--- config.mk ---
export PLATFORM = sky130hd
export DESIGN_NAME = ipc_top
export DESIGN_NICKNAME = d
export VERILOG_FILES = /design/src/verilog/ipc_slot_decode.v /design/src/verilog/ipc_apb_decode.v /design/src/verilog/ipc_top.v
export VERILOG_INCLUDE_DIRS = /design/src /design/src/verilog
export SDC_FILE = /design/constraint.sdc
export NUM_CORES = 1
export LEC_CHECK = 0
export ABC_AREA = 1
export BUFFER_PORTS_ARGS = -buffer_cell sky130_fd_sc_hd__buf_2
export CORE_MARGIN = 4
export CORE_UTILIZATION = 51
export CTS_CLUSTER_SIZE = 10
export DETAILED_ROUTE_END_ITERATION = 10
export GPL_ROUTABILITY_DRIVEN = 0
export PLACE_DENSITY_LB_ADDON = 0.12
export SLEW_MARGIN = 30
export SYNTH_ARGS = -nofsm -noshare
export SYNTH_HDL_FRONTEND = slang
export SYNTH_SLANG_ARGS = --single-unit
--- constraint.sdc ---
create_clock -name mclk_i -period 7 [get_ports mclk_i]
set_input_delay 1.75 -clock mclk_i [delete_from_list [all_inputs] [get_ports mclk_i]]
set_output_delay 1.75 -clock mclk_i [all_outputs]
set_load 0.01 [all_outputs]
--- src/verilog/ipc_defines.vh ---
// constants for the interrupt priority slot register block
`ifndef IPC_DEFINES_VH
`define IPC_DEFINES_VH

// register byte offsets
`define IPC_ADDR_W          12
`define IPC_OFF_SLOTS       12'h000
`define IPC_OFF_STATUS      12'h004

// slot layout within each byte lane
`define IPC_SLOT_W          8
`define IPC_PRIO_MSB        4
`define IPC_PRIO_LSB        2
`define IPC_SUB_MSB         1
`define IPC_SUB_LSB         0
`define IPC_SLOT_MASK       8'h1f
`define IPC_NUM_SLOTS       4

// reset values
`define IPC_RST_SLOTS       32'h0000_0000
`define IPC_RST_PRIO        3'h0
`define IPC_RST_SUB         2'h0

`endif

--- src/verilog/ipc_slot_decode.v ---
// one byte-wide priority slot: field split and enable decode
`timescale 1ns/10ps
`include "ipc_defines.vh"

module ipc_slot_decode
(
	// stored slot byte
	input  wire [7:0] slot_i,
	// decoded fields
	output wire [2:0] prio_o,
	output wire [1:0] sub_o,
	output wire       enable_o
);

	assign prio_o   = slot_i[`IPC_PRIO_MSB:`IPC_PRIO_LSB];
	assign sub_o    = slot_i[`IPC_SUB_MSB:`IPC_SUB_LSB];
	assign enable_o = (prio_o != `IPC_RST_PRIO);

endmodule

--- src/verilog/ipc_apb_decode.v ---
// apb address decode for the priority block
`timescale 1ns/10ps
`include "ipc_defines.vh"

module ipc_apb_decode
(
	// bus address
	input  wire [11:0] paddr_i,
	// selects
	output wire        hit_slots_o,
	output wire        hit_status_o,
	output wire        hit_any_o
);

	assign hit_slots_o  = (paddr_i == `IPC_OFF_SLOTS);
	assign hit_status_o = (paddr_i == `IPC_OFF_STATUS);
	assign hit_any_o    = hit_slots_o | hit_status_o;

endmodule

--- src/verilog/ipc_top.v ---
// interrupt priority slot register with apb access
//
// The address map and the APB interface to the registers are this design's own decisions.
`timescale 1ns/10ps
`include "ipc_defines.vh"

module ipc_top
#(
	// slot presence per instance, bit n keeps slot n
	parameter [3:0] SLOT_PRESENT = 4'hf
)
(
	// clock and reset
	input  wire        mclk_i,
	input  wire        reset_i,
	// apb slave
	input  wire        psel_i,
	input  wire        penable_i,
	input  wire        pwrite_i,
	input  wire [11:0] paddr_i,
	input  wire [31:0] pwdata_i,
	input  wire [3:0]  pstrb_i,
	output reg  [31:0] prdata_o,
	output reg         pready_o,
	output reg         pslverr_o,
	// decoded slot fields to the arbiter
	output reg  [11:0] slot_priority_o,
	output reg  [7:0]  slot_subpriority_o,
	output reg  [3:0]  slot_enable_o
);

	////////////////////////////////////////////////////////////////
	reg  [31:0] interrupt_priority_slots;
	wire        hit_slots;
	wire        hit_status;
	wire        hit_any;
	wire [11:0] prio_w;
	wire [7:0]  sub_w;
	wire [3:0]  en_w;
	wire        access;
	wire        wr_commit;
	reg  [31:0] next_rdata;

	ipc_apb_decode u_dec
	(
		.paddr_i      (paddr_i),
		.hit_slots_o  (hit_slots),
		.hit_status_o (hit_status),
		.hit_any_o    (hit_any)
	);

	// taken in the first access cycle, answered one cycle later (one wait state)
	assign access = psel_i & penable_i & ~pready_o;
	// writes commit only at the edge where the master sees pready high
	assign wr_commit = psel_i & penable_i & pready_o & pwrite_i;

	////////////////////////////////////////////////////////////////
	// slot storage: only the low five bits of a present slot hold state
	genvar g;
	generate
		for (g = 0; g < 4; g = g + 1)
		begin : gen_slot
			always @(posedge mclk_i or posedge reset_i)
			begin
				if (reset_i)
					interrupt_priority_slots[g*8 +: 8] <= 8'h00;
				else if (wr_commit & hit_slots & pstrb_i[g] & SLOT_PRESENT[g])
					interrupt_priority_slots[g*8 +: 8] <=
						pwdata_i[g*8 +: 8] & `IPC_SLOT_MASK;
			end

			ipc_slot_decode u_slot
			(
				.slot_i   (interrupt_priority_slots[g*8 +: 8]),
				.prio_o   (prio_w[g*3 +: 3]),
				.sub_o    (sub_w[g*2 +: 2]),
				.enable_o (en_w[g])
			);
		end
	endgenerate

	////////////////////////////////////////////////////////////////
	// read mux; status word shows which slots are live
	always @*
	begin
		next_rdata = 32'h0000_0000;
		if (hit_slots)
			next_rdata = interrupt_priority_slots;
		else if (hit_status)
			next_rdata = {28'h0000000, en_w};
	end

	always @(posedge mclk_i or posedge reset_i)
	begin
		if (reset_i)
		begin
			prdata_o  <= 32'h0000_0000;
			pready_o  <= 1'b0;
			pslverr_o <= 1'b0;
		end
		else
		begin
			pready_o  <= access;
			pslverr_o <= access & ~hit_any;
			if (access & ~pwrite_i)
				prdata_o <= next_rdata;
		end
	end

	////////////////////////////////////////////////////////////////
	// registered outputs; a disabled slot reaches the arbiter with enable low, but its subpriority bits still pass through unmasked
	always @(posedge mclk_i or posedge reset_i)
	begin
		if (reset_i)
		begin
			slot_priority_o    <= 12'h000;
			slot_subpriority_o <= 8'h00;
			slot_enable_o      <= 4'h0;
		end
		else
		begin
			slot_priority_o    <= prio_w;
			slot_subpriority_o <= sub_w;
			slot_enable_o      <= en_w;
		end
	end

endmodule

==> results of run 1 <==
## power by group through the flow
stage / Sequential [mW] / Combinational (mW) / Clock, mW
after detailed placement: 0.390 / 0.0329 / 0
after CTS: 0.382 / 0.0330 / 0.321
after floorplan: 0.390 / 0.0217 / 0
after global placement: 0.389 / 0.0327 / 0
final: 0.382 / 0.0323 / 0.314
after global routing: 0.382 / 0.0373 / 0.340
## layer usage
layer  part of all wire, %  track usage, %  up-vias  routed length (µm)
met2                    50            31.8       74                2750
met5                     0               0        -                   0
met3                   6.9            3.84       12                 382
met1                    41            24.0      907                2290
li1                      -               -      997                   -
met4                   1.9            10.8        0                 105
## sequential cells by signal, indices dropped and copies added (netlist names)
register	cells
slot_subpriority_o	8
prdata_o	20
slot_priority_o	12
pready_o	1
interrupt_priority_slots	20
pslverr_o	1
slot_enable_o	4
## how the worst max path moves through the flow
stage | start | to | depth (start not counted)
final | psel_i | prdata_o[25] | 7
after global routing | penable_i | prdata_o[8] | 7
after CTS | psel_i | prdata_o[25] | 7
after detailed placement | psel_i | prdata_o[25] | 7
after global placement | psel_i | prdata_o[25] | 7
after floorplan | reset_i | interrupt_priority_slots[0] | 1
## layout make-up
class	instances	area, µm²	share of cell area, %
Multi-Input combinational cell	183	826	25.4
Timing Repair Buffer	87	438	13.5
Clock inverter	2	35.0	1.08
Tap cell	67	83.8	2.58
Inverter	14	52.6	1.62
Clock buffer	14	163	5.01
Sequential cell	66	1650	50.8
## metrics by stage
step	utilization, %	total power, mW	cell area (µm²)
finish	67.0	0.728	3250
global route	67.0	0.759	3250
CTS	67.0	0.736	3250
detailed placement	62.9	0.422	3050
global placement	62.9	0.422	3050
floorplan	-	0.411	2650
## critical path: cells and delay by family
kind,cells,cell delay (ns)
compound gates,1,0.07
buf+inv,2,0.64
simple gates,4,1.19
## cell families (layout without fill, tap and decap cells)
kind of cell	after synthesis	count (layout)	share of synthesized area, %
compound gates	16	16	3.07
buf+inv	31	117	6.75
flops	66	66	63.2
other cells	1	12	0.144
simple gates	155	155	26.8
## layout by cell type (no fill, tap or decap)
master	Yosys	layout
nand3_1	8	8
nand4_1	4	4
clkbuf_1	0	3
inv_2	0	1
nand2_1	118	118
o21ai_1	16	16
nand2_2	2	2
buf_4	13	1
conb_1	1	12
nor2_8	2	2
nand2_4	1	1
clkinv_2	0	1
clkbuf_8	0	11
nand3_4	1	1
bufinv_16	0	1
dfrtp_1	66	66
nor2_1	11	11
inv_1	14	13
nor2_4	4	4
nor2_2	3	3
or2_1	1	1
buf_2	3	86
==> impl_metrics.csv, run 1 <==
group,metric,value,unit
critical_path,cp-end-kind,"flip-flop",
logic_synthesis,synth-seq-area-share,63.2,%
cts,clock_latency,0.33,ns
worst_hold_path,hp-start,"interrupt_priority_slots[16]",
timing,tightest_slew,0.873,ns
worst_hold_path,hp-class,"flip-flop to flip-flop",
global_routing,track_usage,19.4,%
global_routing,grt_max_degree,67,
critical_path,arrival,3.67,ns
power,p_leak,1.93,nW
critical_path,crit_path_max_fanout,21,
power,combPwrFrac,4.4,%
timing,setup_slack,3.54,ns
routing,ant_nets,0,
routing,drt-pass1-iter-count,4,
power,ir_worst_vdd,0.193,mV
floorplanning,die_height,79.6,µm
timing,holdWs,0.407,ns
timing,finalCriticalPeriod,3.46,ns
cts,cts_buffer_depth,2,
routing,drc,0,
routing,drtIter0Drc,88,
cts,root_buffer,"clkbuf_8",
critical_path,slowest_delay,0.68,ns
logic_synthesis,syn_inst,269,
timing,fmax,0.289,GHz
cts,post-cts-setup-buffers,0,
routing,wl_per_cell,12.8,µm
power,p_per_area,224,nW/µm²
critical_path,cpMostUsedCell,"nand2_1",
worst_hold_path,whs_endpoint,"slot_subpriority_o[4]",
timing,fin_setup_tns,0,ns
timing,finalMaxSlewViolations,0,
logic_synthesis,ys_seq_elements,66,
logic_synthesis,yosysTopAreaCell,"dfrtp_1",
cts,hold_buffers,0,
cts,cts.clk_slew.worst_paths,0.06,ns
power,power_frac_seq,52.5,%
floorplanning,die_area,6330,µm²
critical_path,r2r_end,"prdata_o[25]",
cts,cts_resized,0,
logic_synthesis,synth_most_common_cell,"nand2_1",
logic_synthesis,netlist_area,2610,µm²
routing,finalWirelength,5520,µm
critical_path,cpMaxStageDelayCell,"nor2_2",
timing,fin_skew,0.00499,ns
final_layout,drive_gt1_share,31.1,%
timing,relSlewSlack,41.8,%
placed_design,portBuffers,86,
floorplanning,core,4850,µm²
critical_path,reg2reg_from,"pready_o",
critical_path,critPathLaunchType,"input port",
floorplanning,start_util,53.9,%
logic_synthesis,avgSynthCellArea,9.71,µm²
final_layout,num_antenna_cells,0,
critical_path,required,7.21,ns
critical_path,worstPathCellList,"buf_2 -> nand2_1 -> or2_1 -> nor2_2 -> inv_1 -> nand2_1 -> o21ai_1",
placed_design,place_ws,3.19,ns
critical_path,timing.reg2reg.setup_slack,4.73,ns
timing,final_hold_viol_count,0,
placed_design,dp.cells,417,
cts,cts_buffers,9,
critical_path,reg2regPathDepth,5,
floorplanning,die_w,79.6,µm
worst_hold_path,hold_depth,0,
logic_synthesis,synth.distinct_cells,18,
logic_synthesis,synth_top_area_share,63.2,%
critical_path,critical_path_class,"input port to flip-flop",
logic_synthesis,synth.cells.most_frequent,"118 x nand2_1, 66 x dfrtp_1, 16 x o21ai_1",
final_layout,area_delta_synth_final,24.4,%
power,p_int,577,µW
global_routing,antenna_found_initial,0,
outcome,status,"completed",
timing,period_share,49.4,%
routing,vias_per_cell,4.60,
timing,rsz0062_at_grt,"false",
logic_synthesis,ys_top_cells_by_area,"dfrtp_1 63%, nand2_1 17%, buf_4 3.7%",
logic_synthesis,synth_ff_type,"dfrtp_1",
placed_design,hpwl,3840,µm
logic_synthesis,yosysWarnings,0,
cts,tritoncts,"yes",
power,swShare,20.8,%
global_routing,grt_overflow_total,0,
logic_synthesis,synth_edf_count,0,
power,switching_power,152,µW
final_layout,fin_nets,414,
run,cap_violations,0,
floorplanning,ios,111,
global_routing,grt_pass1_vias,1961,
logic_synthesis,async_flop_share,100,%
cts,cts.sinks,66,
final_layout,instances_no_fill,433,
routing,vias,1990,
power,power_frac_clock,43.1,%
cts,htreeDepth,3,
global_routing,grt_pass1_wl,9170,µm
floorplanning,row_count,25,
final_layout,nFillCells,418,
timing,setup_viol,0,
(Power assumes the default switching activity.)
==> inputs of run 2 (changes only) <==
Settings changed: CORE_UTILIZATION 51 to 47.
Clock period 7 ns to 3.25 ns, I/O delays scaled along.
==> run 2 against run 1 <==
Routed wire length is 2.7% higher. Sequential cell count is the same. Clock skew is 0.0036 ns higher. Clock-buffer cell count shrank 1. Die area up 7.6%. Critical endpoint is now prdata_o[10]. Highest routed layer unchanged.
==> impl_metrics.csv, run 2 (synthesis results as in run 1) <==
group,metric,value,unit
timing,finalCriticalPeriod,1.71,ns
timing,setup_viol,0,
critical_path,required,3.51,ns
final_layout,design_area,3240,µm²
critical_path,slowest_delay,0.50,ns
placed_design,dpl_cell_area,3080,µm²
final_layout,instances_no_fill,437,
critical_path,cpMostUsedCell,"nand2_1",
final_layout,final_cell_mix,"118 x nand2_1, 86 x buf_2, 66 x dfrtp_1",
cts,cts.sinks,66,
global_routing,grt_overflow_total,0,
power,ir_worst_vdd,0.253,mV
routing,vias,2002,
routing,finalWirelength,5670,µm
final_layout,layout_commonest_cell,"nand2_1",
worst_hold_path,hold_depth,0,
global_routing,grt_pass1_vias,1892,
power,p_leak,1.92,nW
timing,finalMaxSlewViolations,0,
global_routing,grt_max_degree,36,
global_routing,grt_pass1_wl,8980,µm
placed_design,dp.cells,421,
routing,drt-pass1-iter-count,4,
final_layout,num_antenna_cells,0,
cts,htreeDepth,3,
final_layout,finish.utilization,61.8,%
floorplanning,row_count,26,
timing,relSlewSlack,54.5,%
routing,drc,0,
final_layout,drive_gt1_share,31.3,%
cts,tritoncts,"yes",
run,cap_violations,0,
critical_path,cpMaxStageDelayCell,"inv_1",
placed_design,hpwl,4050,µm
final_layout,area_delta_synth_final,24.0,%
critical_path,crit_path_max_fanout,20,
timing,rsz0062_at_grt,"false",
final_layout,top_regs,"interrupt_priority_slots (20), prdata_o (20), slot_priority_o (12)",
cts,cts_buffer_depth,2,
floorplanning,die_area,6820,µm²
critical_path,critPathLaunchType,"input port",
routing,drtIter0Drc,87,
critical_path,arrival,1.97,ns
cts,cts_buffers,9,
floorplanning,die_height,82.6,µm
critical_path,reg2regPathDepth,5,
power,finalPower,1.47,mW
final_layout,nFillCells,498,
routing,wl_per_cell,13.0,µm
cts,hold_buffers,0,
outcome,status,"completed",
floorplanning,core,5240,µm²
timing,fin_skew,0.00856,ns
timing,period_share,52.6,%
timing,fin_setup_tns,0,ns
cts,cts_resized,0,
routing,ant_nets,0,
cts,clock_latency,0.33,ns
placed_design,portBuffers,86,
final_layout,fin_nets,415,
cts,cts.clk_slew.worst_paths,0.07,ns
power,p_per_area,455,nW/µm²
cts,post-cts-setup-buffers,0,
floorplanning,die_w,82.6,µm
routing,vias_per_cell,4.58,
timing,tightest_slew,0.682,ns
timing,fmax,0.585,GHz
worst_hold_path,hp-class,"flip-flop to flip-flop",
timing,final_hold_viol_count,0,
cts,root_buffer,"clkbuf_8",
floorplanning,ios,111,
global_routing,antenna_found_initial,0,
critical_path,critical_path_class,"input port to flip-flop",
critical_path,timing.reg2reg.setup_slack,1.82,ns
critical_path,worstPathCellList,"buf_2 -> nand2_1 -> or2_1 -> nor2_2 -> inv_1 -> nand2_1 -> o21ai_1",
global_routing,track_usage,18.2,%
critical_path,cp-end-kind,"flip-flop",
floorplanning,start_util,49.9,%
run 2: cell count changes in the layout (fill, tap and decap cells not counted), sizes merged:
cell,change
bufinv,-1
clkinv,+2
clkbuf,-1
buf,+1
run 2: metrics by stage:
step	worst slack, ns	hold slack (ns)
3_3_place_gp	1.25	0.384
3_5_place_dp	1.19	0.387
4_1_cts	1.54	0.402
2_1_floorplan	0.783	0.374
6_report	1.54	0.403
5_1_grt	1.45	0.417
run 2: worst paths after layout:
path                                         startpoint                      endpoint
max reg2reg                                    pready_o                  prdata_o[10]
min reg2reg                interrupt_priority_slots[17]         slot_subpriority_o[5]
min                        interrupt_priority_slots[17]         slot_subpriority_o[5]
min in group asynchronous                       reset_i  interrupt_priority_slots[11]
max in group asynchronous                       reset_i  interrupt_priority_slots[27]
max                                              psel_i                  prdata_o[10]
run 2: layout make-up:
type                    count  area [µm²]  area share [%]
multi-input cells         183         826            25.5
clock inverters             3        15.0           0.463
inverters                  14        52.6            1.62
repair buffers             88         458            14.1
flip-flops and latches     66        1650            51.0
clock buffers              13         149            4.60
well taps                  70        87.6            2.70
run 2: worst max-delay path: cells and delay by family:
kind                   cells  cell delay, ns
buffers and inverters      2            0.59
AND/OR/NAND/NOR            4            0.46
AO/OA/AOI/OAI              1            0.10
run 2: power breakdown:
part | total [mW] | internal (mW) | switching [mW]
Clock | 0.576 | 0.295 | 0.282
Combinational | 0.0727 | 0.0250 | 0.0477
Sequential | 0.823 | 0.823 | 0.000558
Total | 1.47 | 1.14 | 0.330
run 2: metal layers:
metal | wire length (µm) | vias up | track usage (%)
met5 | 0 | - | 0
met4 | 75 | 0 | 8.33
met3 | 384 | 6 | 6.18
met2 | 2820 | 63 | 29.1
met1 | 2390 | 935 | 22.3
li1 | - | 998 | -
